## src/sop_pkg.sv

```systemverilog
// Constants and types for the serial output port
package sop_pkg;
   // ----------------------------------------------------------------
   // Register offsets
   // ----------------------------------------------------------------
   localparam logic [7:0] OFS_FORMAT = 8'hA4;
   localparam logic [7:0] OFS_PORTCFG = 8'hA9;
   localparam logic [7:0] OFS_FRAME = 8'hAA;
   localparam logic [7:0] OFS_STATUS = 8'hAB;
   // ----------------------------------------------------------------
   // Field positions
   // ----------------------------------------------------------------
   localparam int FMT_SCALE_LSB = 0;
   localparam int FMT_KIND_LSB = 4;
   localparam int FMT_FIXED_BIT = 6;
   localparam int FMT_COMMON_BIT = 7;
   localparam int CFG_DIV_LSB = 0;
   localparam int CFG_MASTER_BIT = 4;
   localparam int FRM_PREC_LSB = 0;
   localparam int FRM_FSMODE_LSB = 2;
   // ----------------------------------------------------------------
   // Reset values
   // ----------------------------------------------------------------
   localparam logic [7:0] RST_FORMAT = 8'h00;
   localparam logic [4:0] RST_PORTCFG = 5'h01;
   localparam logic [3:0] RST_FRAME = 4'h0;
   // ----------------------------------------------------------------
   // Encodings
   // ----------------------------------------------------------------
   localparam logic [1:0] KIND_LINEAR = 2'h0;
   localparam logic [1:0] KIND_FLT8 = 2'h1;
   localparam logic [1:0] KIND_FLT12 = 2'h2;
   localparam logic [1:0] PREC_12 = 2'h0;
   localparam logic [1:0] PREC_16 = 2'h1;
   localparam logic [1:0] PREC_24 = 2'h2;
   localparam logic [5:0] BITS_12 = 6'h0C;
   localparam logic [5:0] BITS_16 = 6'h10;
   localparam logic [5:0] BITS_24 = 6'h18;
   localparam logic [5:0] BITS_COMPACT = 6'h14;
   localparam logic [3:0] EXP_MAX = 4'hF;
   // ----------------------------------------------------------------
   // Types
   // ----------------------------------------------------------------
   typedef enum logic [1:0] {FS_ONE_BEFORE, FS_WHOLE_FRAME, FS_PER_WORD}
      sop_fsmode_t;
   typedef enum {ST_IDLE, ST_PRE, ST_SHIFT} sop_state_t;
   typedef struct packed {
      logic [23:0] i;
      logic [23:0] q;
   } sop_iq_t;
endpackage : sop_pkg

```

## src/sop_port.sv

```systemverilog
// Serial output port of one receive channel
//
// Contract
// - I and Q words 12, 16 or 24 bits
// - Float output 8+4 or 12+4 available
// - Linear scaled by 4-bit or fixed factor
// - Every word leaves MSB first
// - Auto exponent, optional shared I/Q exponent
// - Compact: I mant, I exp, Q mant
// - Compact when decimation 20, 8+4, common
// - Master sync on next serial rising edge
// - Mode one: sync one clock before data
// - Mode two: sync high during all bits
// - Mode three: sync before I and Q
// - Frame end during last Q bit
// - Data ready while buffer holds sample
// - Slave sync sampled, shift next edge
// - Master drives clock, sync; slave receives
// - Port zero strap, others slave by default
// - Serial clock is clock over divider+1, divider 0 taken as 1
// - Config bit 4 selects master on ports other than port zero
// - Data line released when not shifting
//
// Chosen here: the strobed register port.
`timescale 1ns/100ps
module sop_port #(
   parameter int PORT_INDEX = 1,
   parameter logic [3:0] FIXED_SCALE = 4'h0
) (
   // Clock and reset
   input wire logic I_CLK,
   input wire logic I_RST_B,
   // Register port
   input wire logic [7:0] I_ADDR,
   input wire logic [7:0] I_WDATA,
   input wire logic I_WR,
   input wire logic I_RD,
   output logic [7:0] O_RDATA,
   // Filter side
   input wire logic I_SAMPLE_VALID,
   input wire sop_pkg::sop_iq_t I_SAMPLE,
   input wire logic I_DECIM_IS_20,
   // Straps
   input wire logic I_PORT_ZERO_MASTER_STRAP,
   input wire logic [3:0] I_PORT_ZERO_DIVIDER,
   // Serial link
   input wire logic I_SCLK,
   output logic O_SCLK,
   output logic O_SCLK_OE_B,
   input wire logic I_FRAME_SYNC,
   output logic O_FRAME_SYNC,
   output logic O_FRAME_SYNC_OE_B,
   output logic O_SERIAL_OUT_LINE,
   output logic O_SERIAL_OUT_LINE_OE_B,
   output logic O_FRAME_END,
   output logic O_DATA_READY_FLAG
);
   import sop_pkg::*;

   // ----------------------------------------------------------------
   // Helper functions
   // ----------------------------------------------------------------
   function automatic logic [3:0] lead_bits(input logic [23:0] s);
      logic [3:0] n;
      logic run;
      n = 4'h0;
      run = 1'b1;
      for (int k = 22; k >= 0; k--) begin
         if (run && s[k] == s[23] && n != EXP_MAX) begin
            n = n + 4'h1;
         end else begin
            run = 1'b0;
         end
      end
      return n;
   endfunction : lead_bits

   function automatic logic [23:0] float_word(input logic [23:0] s,
         input logic [3:0] e, input logic wide);
      logic [23:0] norm;
      norm = s << e;
      if (wide) begin
         return {norm[23:12], e, 8'h00};
      end
      return {norm[23:16], e, 12'h000};
   endfunction : float_word

   function automatic logic [5:0] prec_bits(input logic [1:0] p);
      unique case (p)
         PREC_16: return BITS_16;
         PREC_24: return BITS_24;
         default: return BITS_12;
      endcase
   endfunction : prec_bits

   // ----------------------------------------------------------------
   // Registers
   // ----------------------------------------------------------------
   logic [7:0] format_ctl;
   logic [4:0] port_cfg;
   logic [3:0] frame_ctl, strap_div;
   logic strap_master, strap_taken;
   always_ff @(posedge I_CLK or negedge I_RST_B) begin
      if (!I_RST_B) begin
         format_ctl <= RST_FORMAT;
         port_cfg <= RST_PORTCFG;
         frame_ctl <= RST_FRAME;
      end else if (I_WR) begin
         if (I_ADDR == OFS_FORMAT) begin
            format_ctl <= I_WDATA;
         end
         if (I_ADDR == OFS_PORTCFG) begin
            port_cfg <= I_WDATA[4:0];
         end
         if (I_ADDR == OFS_FRAME) begin
            frame_ctl <= I_WDATA[3:0];
         end
      end
   end

   always_ff @(posedge I_CLK or negedge I_RST_B) begin
      if (!I_RST_B) begin
         strap_taken <= 1'b0;
         strap_master <= 1'b0;
         strap_div <= 4'h1;
      end else if (!strap_taken) begin
         strap_taken <= 1'b1;
         strap_master <= I_PORT_ZERO_MASTER_STRAP;
         strap_div <= I_PORT_ZERO_DIVIDER;
      end
   end

   logic master, compact;
   logic [3:0] div_raw, div_eff;
   logic [5:0] prec, total;
   sop_fsmode_t fs_mode;
   assign master = (PORT_INDEX == 0) ? strap_master :
      port_cfg[CFG_MASTER_BIT];
   assign div_raw = (PORT_INDEX == 0) ? strap_div :
      port_cfg[CFG_DIV_LSB +: 4];
   assign div_eff = (div_raw == 4'h0) ? 4'h1 : div_raw;
   assign prec = prec_bits(frame_ctl[FRM_PREC_LSB +: 2]);
   assign compact = I_DECIM_IS_20 &&
      format_ctl[FMT_KIND_LSB +: 2] == KIND_FLT8 &&
      format_ctl[FMT_COMMON_BIT];
   assign total = compact ? BITS_COMPACT : {prec[4:0], 1'b0};
   assign fs_mode = sop_fsmode_t'(frame_ctl[FRM_FSMODE_LSB +: 2]);

   // ----------------------------------------------------------------
   // Serial clock
   // ----------------------------------------------------------------
   logic [3:0] div_cnt;
   logic sclk_q, sck_rise;
   always_ff @(posedge I_CLK or negedge I_RST_B) begin
      if (!I_RST_B) begin
         div_cnt <= 4'h0;
      end else if (!master || div_cnt >= div_eff) begin
         div_cnt <= 4'h0;
      end else begin
         div_cnt <= div_cnt + 4'h1;
      end
   end

   always_ff @(posedge I_CLK or negedge I_RST_B) begin
      if (!I_RST_B) begin
         O_SCLK <= 1'b0;
         sclk_q <= 1'b0;
      end else begin
         O_SCLK <= master && (div_cnt >= div_eff ||
            (div_cnt + 4'h1) <= (div_eff >> 1));
         sclk_q <= I_SCLK;
      end
   end

   assign sck_rise = master ? (div_cnt >= div_eff) : (I_SCLK && !sclk_q);

   // ----------------------------------------------------------------
   // Sample buffer and formatting
   // ----------------------------------------------------------------
   logic [23:0] buf_i, buf_q, next_i, next_q;
   logic buf_full, start;
   logic [3:0] scale, exp_i, exp_q;
   always_comb begin
      scale = format_ctl[FMT_FIXED_BIT] ? FIXED_SCALE :
         format_ctl[FMT_SCALE_LSB +: 4];
      exp_i = lead_bits(I_SAMPLE.i);
      exp_q = lead_bits(I_SAMPLE.q);
      if (format_ctl[FMT_COMMON_BIT]) begin
         if (exp_q < exp_i) begin
            exp_i = exp_q;
         end
         exp_q = exp_i;
      end
      unique case (format_ctl[FMT_KIND_LSB +: 2])
         KIND_FLT8: begin
            next_i = float_word(I_SAMPLE.i, exp_i, 1'b0);
            next_q = float_word(I_SAMPLE.q, exp_q, 1'b0);
         end
         KIND_FLT12: begin
            next_i = float_word(I_SAMPLE.i, exp_i, 1'b1);
            next_q = float_word(I_SAMPLE.q, exp_q, 1'b1);
         end
         default: begin
            next_i = I_SAMPLE.i << scale;
            next_q = I_SAMPLE.q << scale;
         end
      endcase
      // compact packs Q after I exponent
      if (compact) begin
         next_i = {next_i[23:12], next_q[23:16], 4'h0};
      end
   end

   always_ff @(posedge I_CLK or negedge I_RST_B) begin
      if (!I_RST_B) begin
         buf_i <= 24'h000000;
         buf_q <= 24'h000000;
      end else if (I_SAMPLE_VALID) begin
         buf_i <= next_i;
         buf_q <= next_q;
      end
   end

   always_ff @(posedge I_CLK or negedge I_RST_B) begin
      if (!I_RST_B) begin
         buf_full <= 1'b0;
      end else begin
         buf_full <= I_SAMPLE_VALID || (buf_full && !start);
      end
   end
   assign O_DATA_READY_FLAG = buf_full;

   // ----------------------------------------------------------------
   // Frame sequencer
   // ----------------------------------------------------------------
   sop_state_t state;
   logic [23:0] sh_i, sh_q;
   logic [5:0] bit_idx, q_len, q_pos;
   logic shifting, cur_bit, fs_drive;
   assign q_len = compact ? BITS_COMPACT : prec;
   assign q_pos = bit_idx - q_len;
   assign shifting = (state == ST_SHIFT);
   assign cur_bit = (bit_idx < q_len) ? sh_i[5'(6'd23 - bit_idx)] :
      sh_q[5'(6'd23 - q_pos)];
   assign start = sck_rise && buf_full && state == ST_IDLE &&
      (master || I_FRAME_SYNC);

   always_ff @(posedge I_CLK or negedge I_RST_B) begin
      if (!I_RST_B) begin
         state <= ST_IDLE;
         sh_i <= 24'h000000;
         sh_q <= 24'h000000;
      end else if (start) begin
         sh_i <= buf_i;
         sh_q <= buf_q;
         state <= (master && fs_mode == FS_WHOLE_FRAME) ? ST_SHIFT :
            ST_PRE;
      end else if (sck_rise) begin
         unique case (state)
            ST_PRE: state <= ST_SHIFT;
            ST_SHIFT: begin
               if (bit_idx == total - 6'h01) begin
                  state <= ST_IDLE;
               end
            end
            ST_IDLE: state <= ST_IDLE;
         endcase
      end
   end

   // Bit counter and pins
   always_ff @(posedge I_CLK or negedge I_RST_B) begin
      if (!I_RST_B) begin
         bit_idx <= 6'h00;
      end else if (start || (sck_rise && state == ST_PRE)) begin
         bit_idx <= 6'h00;
      end else if (sck_rise && shifting) begin
         bit_idx <= bit_idx + 6'h01;
      end
   end

   always_comb begin
      fs_drive = 1'b0;
      if (master) begin
         unique case (fs_mode)
            FS_WHOLE_FRAME: fs_drive = shifting;
            FS_PER_WORD: fs_drive = state == ST_PRE ||
               (shifting && bit_idx == q_len - 6'h01);
            default: fs_drive = state == ST_PRE;
         endcase
      end
   end

   always_ff @(posedge I_CLK or negedge I_RST_B) begin
      if (!I_RST_B) begin
         O_FRAME_SYNC <= 1'b0;
         O_SERIAL_OUT_LINE <= 1'b0;
         O_FRAME_END <= 1'b0;
      end else begin
         O_FRAME_SYNC <= fs_drive;
         O_SERIAL_OUT_LINE <= shifting && cur_bit;
         O_FRAME_END <= shifting && bit_idx == total - 6'h01;
      end
   end

   assign O_SCLK_OE_B = !master;
   assign O_FRAME_SYNC_OE_B = !master;

   always_ff @(posedge I_CLK or negedge I_RST_B) begin
      if (!I_RST_B) begin
         O_SERIAL_OUT_LINE_OE_B <= 1'b1;
      end else begin
         O_SERIAL_OUT_LINE_OE_B <= !shifting;
      end
   end

   // ----------------------------------------------------------------
   // Register read
   // ----------------------------------------------------------------
   always_ff @(posedge I_CLK or negedge I_RST_B) begin
      if (!I_RST_B) begin
         O_RDATA <= 8'h00;
      end else if (I_RD) begin
         unique case (I_ADDR)
            OFS_FORMAT: O_RDATA <= format_ctl;
            OFS_PORTCFG: O_RDATA <= {3'h0, master, div_raw};
            OFS_FRAME: O_RDATA <= {4'h0, frame_ctl};
            OFS_STATUS: O_RDATA <= {5'h00, master, shifting, buf_full};
            default: O_RDATA <= 8'h00;
         endcase
      end else begin
         O_RDATA <= 8'h00;
      end
   end
endmodule : sop_port

```

## config.mk

```make
export PLATFORM = sky130hd
export DESIGN_NAME = sop_port
export DESIGN_NICKNAME = d
export VERILOG_FILES = /design/src/sop_pkg.sv /design/src/sop_port.sv
export SDC_FILE = /design/constraint.sdc
export NUM_CORES = 1
export LEC_CHECK = 0
export BUFFER_PORTS_ARGS = -buffer_cell sky130_fd_sc_hd__buf_2
export CORE_ASPECT_RATIO = 1.75
export CORE_UTILIZATION = 55
export DETAILED_ROUTE_END_ITERATION = 7
export PLACE_DENSITY = 0.86
export SLEW_MARGIN = 20
export SYNTH_ARGS = -nofsm -noshare
export SYNTH_HDL_FRONTEND = slang
export SYNTH_SLANG_ARGS = --single-unit
```

## constraint.sdc

```tcl
create_clock -name I_CLK -period 3.1 [get_ports I_CLK]
set_input_delay 0.155 -clock I_CLK [delete_from_list [all_inputs] [get_ports I_CLK]]
set_output_delay 0.155 -clock I_CLK [all_outputs]
set_load 0.1 [all_outputs]
```

==> results of run 1 <==
-- cell families after synthesis --
kind of cell | after synthesis | synth area share
AND/OR/NAND/NOR | 702 | 0.2069
AO/OA/AOI/OAI | 550 | 0.2367
multiplexers | 326 | 0.2229
buffers and inverters | 218 | 0.05224
flip-flops | 140 | 0.2039
adder cells (fa/ha/maj) | 70 | 0.05093
XOR/XNOR | 51 | 0.02641
-- per-stage QoR --
step / cells / utilization / TNS [ns]
2_1_floorplan: 2057 / - / -607.44
3_3_place_gp: 3023 / 0.7420 / -607.16
3_5_place_dp: 3023 / 0.7420 / -640.71
4_1_cts: 3186 / 0.8236 / -580.56
-- repair_timing --
| action | in CTS |
|---|---|
| cloned | 2 |
| buffers inserted | 125 |
| hold endpoints to repair | 86 |
| hold buffers | 6 |
| pin swaps | 145 |
| gates resized for setup | 202 |
| setup endpoints to repair | 43 |
-- per-layer routing --
metal / global-route usage / GRT overflow
met5: 0.2841 / 1
met4: 0.7440 / 72
met3: 0.6155 / 5
met1: 0.7412 / 6
met2: 0.9283 / 135
==> out/metrics.cfg, run 1 <==
[synth]
ys_warn_count = 0
synth_cells = 2057
ys.flop_type = dfrtp_1
yosysMostFrequentCell = mux2i_1
synth_edf_count = 0
synth_cell_types = 124
synth_nets = 2200
synth_top_area_cell = dfrtp_1
async_reset_ff_frac = 1.000
synthTopCellsByArea = dfrtp_1 20%, mux2i_1 12%, mux2_2 5.6%
synth.avg_cell_area_um2 = 8.361
synth_area_um2 = 17200
synthTopCellsByCount = 199 x mux2i_1, 174 x nand2_1, 162 x nor2_1, 138 x dfrtp_1, 89 x a21oi_1
ys_seq_area_frac = 0.2039
post-synth-top-area-fraction = 0.2008
ys_ff_latch = 140

[floorplan]
io_pins = 93
die_x_um = 135.7
num_rows = 85
die_height_um = 235.9
initial_core_util = 0.5595

[placement]
place_area_um2 = 22800
port_buffers = 87
dpl.hpwl_mm = 53.40
dp_slack_ns = -18.07
place.gp.congestion = 1.094

[global_route]
grt_pass1_vias = 29070
grt_max_degree = 85
grt_use_total = 0.7569
grt_pass1_wl_mm = 185.1
grt_overflow = 219

[clock_network]
cts_root_buffer = clkbuf_16
cts_inserted_buffers = 17
clock_sinks = 140
cts_max_path_buffers = 2
cts.htree.levels = 4

[run_status]
firstError = [ERROR GRT-0116] Global routing finished with congestion. Check the congestion regions in the DRC Viewer.
status = aborted with a tool error
haltStage = global routing (5_1_grt)

==> run 2: changes to the inputs <==
--- a/config.mk
+++ b/config.mk
@@ -6,10 +6,9 @@
 export NUM_CORES = 1
 export LEC_CHECK = 0
 export BUFFER_PORTS_ARGS = -buffer_cell sky130_fd_sc_hd__buf_2
-export CORE_ASPECT_RATIO = 1.75
-export CORE_UTILIZATION = 55
+export CORE_UTILIZATION = 40
 export DETAILED_ROUTE_END_ITERATION = 7
-export PLACE_DENSITY = 0.86
+export PLACE_DENSITY_LB_ADDON = 0.15
 export SLEW_MARGIN = 20
 export SYNTH_ARGS = -nofsm -noshare
 export SYNTH_HDL_FRONTEND = slang
==> constraint.sdc (replaced) <==
create_clock -name I_CLK -period 4.05 [get_ports I_CLK]
set_input_delay 0.2025 -clock I_CLK [delete_from_list [all_inputs] [get_ports I_CLK]]
set_output_delay 0.2025 -clock I_CLK [all_outputs]
set_load 0.1 [all_outputs]
==> out/metrics.cfg, run 2 <==
[setup_path]
r2r_cells = 13
crit_path_top_delay_cell = or3_4
r2r_start = port_cfg[3]
endpoint_kind = flop
r2r-end = sh_q[22]
worstPathArrival_ns = 19.90
cp_common_cell = ha_4
r2r_slack_ns = 0.77
crit_fanout = 6
path_class = in -> reg
cpPeakStageDelay_ns = 0.40
cp-start-kind = input port
critPathRequiredTime_ns = 4.36

[synth]
synth_cells = 2057
ys_ff_latch = 140
ys_seq_area_frac = 0.2039
ys.flop_type = dfrtp_1
synth.avg_cell_area_um2 = 8.361
post-synth-top-area-fraction = 0.2008
synth_cell_types = 124
synthTopCellsByCount = 199 x mux2i_1, 174 x nand2_1, 162 x nor2_1, 138 x dfrtp_1, 89 x a21oi_1
ys_warn_count = 0
synth_edf_count = 0
synth_top_area_cell = dfrtp_1
synth_area_um2 = 17200
synth_nets = 2200
synthTopCellsByArea = dfrtp_1 20%, mux2i_1 12%, mux2_2 5.6%
yosysMostFrequentCell = mux2i_1
async_reset_ff_frac = 1.000

[finish]
final_core_util = 0.6283
multi_input_comb_area_um2 = 14640
final_cell_mix = 752 x buf_4, 164 x mux2i_1, 154 x nand2_1
syn2layout_area_growth_pct = 53.92
final_cell_area_um2 = 26470
layout_commonest_cell = buf_4
drive_gt1_frac = 0.4836
num-nets-final = 2965
seqCellArea_um2 = 3506
fillerInstances = 3434

[global_route]
grt_use_total = 0.2743
grt_max_degree = 87
antenna_found_initial = 5
grt_overflow = 0
grt_pass1_vias = 19280
grt_pass1_wl_mm = 98.98

[sta]
fmax_mhz = 51.05
fin_skew_ns = 0.008502
slew_headroom = 0.2963
period_minus_slack_ns = 19.59
report.final.slew_viol_count = 0
finalWorstSetupSlack_ns = -15.54
setup_viol = 36
finalHoldViolations = 0
rsz0062_at_grt = yes
worstMarginPinSlew_ns = 1.053
finalCritPeriodShare = 4.837

[floorplan]
die_height_um = 209.4
num_rows = 75
initial_core_util = 0.4082
die_area_um2 = 43830
io_pins = 93
die_x_um = 209.4
coreArea_um2 = 42130

[power]
peakVddDrop_mv = 0.2738
p_leak_nw = 11.57
power_density_nw_per_um2 = 256.0

[clock_network]
cts_inserted_buffers = 17
clock_sinks = 140
cts.htree.levels = 4
cts_max_path_buffers = 2
cts.clk_slew.worst_paths_ns = 0.06
clk_latency_ns = 0.43
tritoncts = done
cts_root_buffer = clkbuf_16

[drt]
drt-initial-drc-count = 1260
vias_per_cell = 5.809
wl_mm = 63.29
via_count = 19630
wl_per_cell_um = 18.73
remaining_drc_errors = 0
ant_nets = 0
drtPass1Iterations = 5

[worst_hold_path]
holdPathEnd = format_ctl[7]
hold_path_class = in -> reg
holdPathStages = 2
hold_start = I_WDATA[7]

[placement]
dpl.hpwl_mm = 46.44
port_buffers = 87
place_area_um2 = 22940
place.gp.congestion = 0.9309

[run_status]
violations = negative setup slack
status = finished with violations

[job]
max-cap-violations = 0

-- run 2: cell counts after synthesis --
Identical to the previous run, type by type.
-- run 2: timing repair --
action | CTS | global route
pin swaps | 138 | 153
endpoints found under the setup margin | 36 | 36
resized for setup | 179 | 156
cloned | 2 | 1
hold buffers | 2 | 0
endpoints found under the hold margin | 84 | 0
setup buffers | 120 | 53
-- run 2: layer usage --
layer  wire (um)  GRT usage  vias to the layer above
met3        3094    0.02873                      129
met5           0          0                        -
met4        1600    0.07480                        0
met1       28400     0.3698                     9517
met2       30200     0.4651                      625
li1            -          -                     9362
-- run 2: through the flow --
step	hold WS, ns	power (mW)	cells	setup WS (ns)	setup TNS [ns]
3_3_place_gp	0.3227	4.611	3168	-16.52	-584.41
3_5_place_dp	0.3267	4.678	3168	-16.86	-596.57
2_1_floorplan	-0.09309	3.713	2057	-16.28	-574.95
5_1_grt	0.01456	7.137	3379	-16.33	-581.07
6_report	0.01533	6.778	3380	-15.54	-551.70
4_1_cts	0.005076	6.548	3322	-15.26	-541.33
-- run 2: worst max path at each step --
stage | endpoint | slack [ns] | start
final | buf_q[23] | -15.54 | I_SAMPLE[46]
after global routing | buf_q[23] | -16.33 | I_SAMPLE[46]
after CTS | buf_i[16] | -15.26 | I_SAMPLE[46]
after detailed placement | buf_i[4] | -16.86 | I_SAMPLE[22]
after global placement | buf_i[8] | -16.52 | I_SAMPLE[22]
after floorplan | buf_i[5] | -16.28 | I_SAMPLE[47]
-- run 2: cell type report --
type | instances | area share
clock inverters | 12 | 0.006145
inverters | 84 | 0.01238
flip-flops and latches | 140 | 0.1324
well taps | 539 | 0.02548
diodes | 6 | 0.0005672
repair buffers | 880 | 0.2531
clock buffers | 20 | 0.01687
multi-input cells | 1699 | 0.5530
-- run 2: logic make-up after synthesis --
family | Yosys count | share of synthesized area
fa+ha+maj | 70 | 0.05093
xor+xnor | 51 | 0.02641
compound gates | 550 | 0.2367
simple gates | 702 | 0.2069
buf+inv | 218 | 0.05224
flops | 140 | 0.2039
mux | 326 | 0.2229
-- run 2: critical path: cells and delay by family --
family	cells	cell delay (ns)
fa+ha+maj	22	4.40
mux	14	3.43
compound gates	34	5.99
simple gates	24	3.46
buf+inv	27	2.36
-- run 2: power by group --
| group | total (mW) | internal [mW] | switching (mW) |
|---|---|---|---|
| combinational | 3.17 | 1.65 | 1.53 |
| sequential | 1.99 | 1.74 | 0.246 |
| clock | 1.61 | 0.991 | 0.624 |
| total | 6.78 | 4.38 | 2.40 |
No activity file was read; power rests on OpenSTA's default activity.
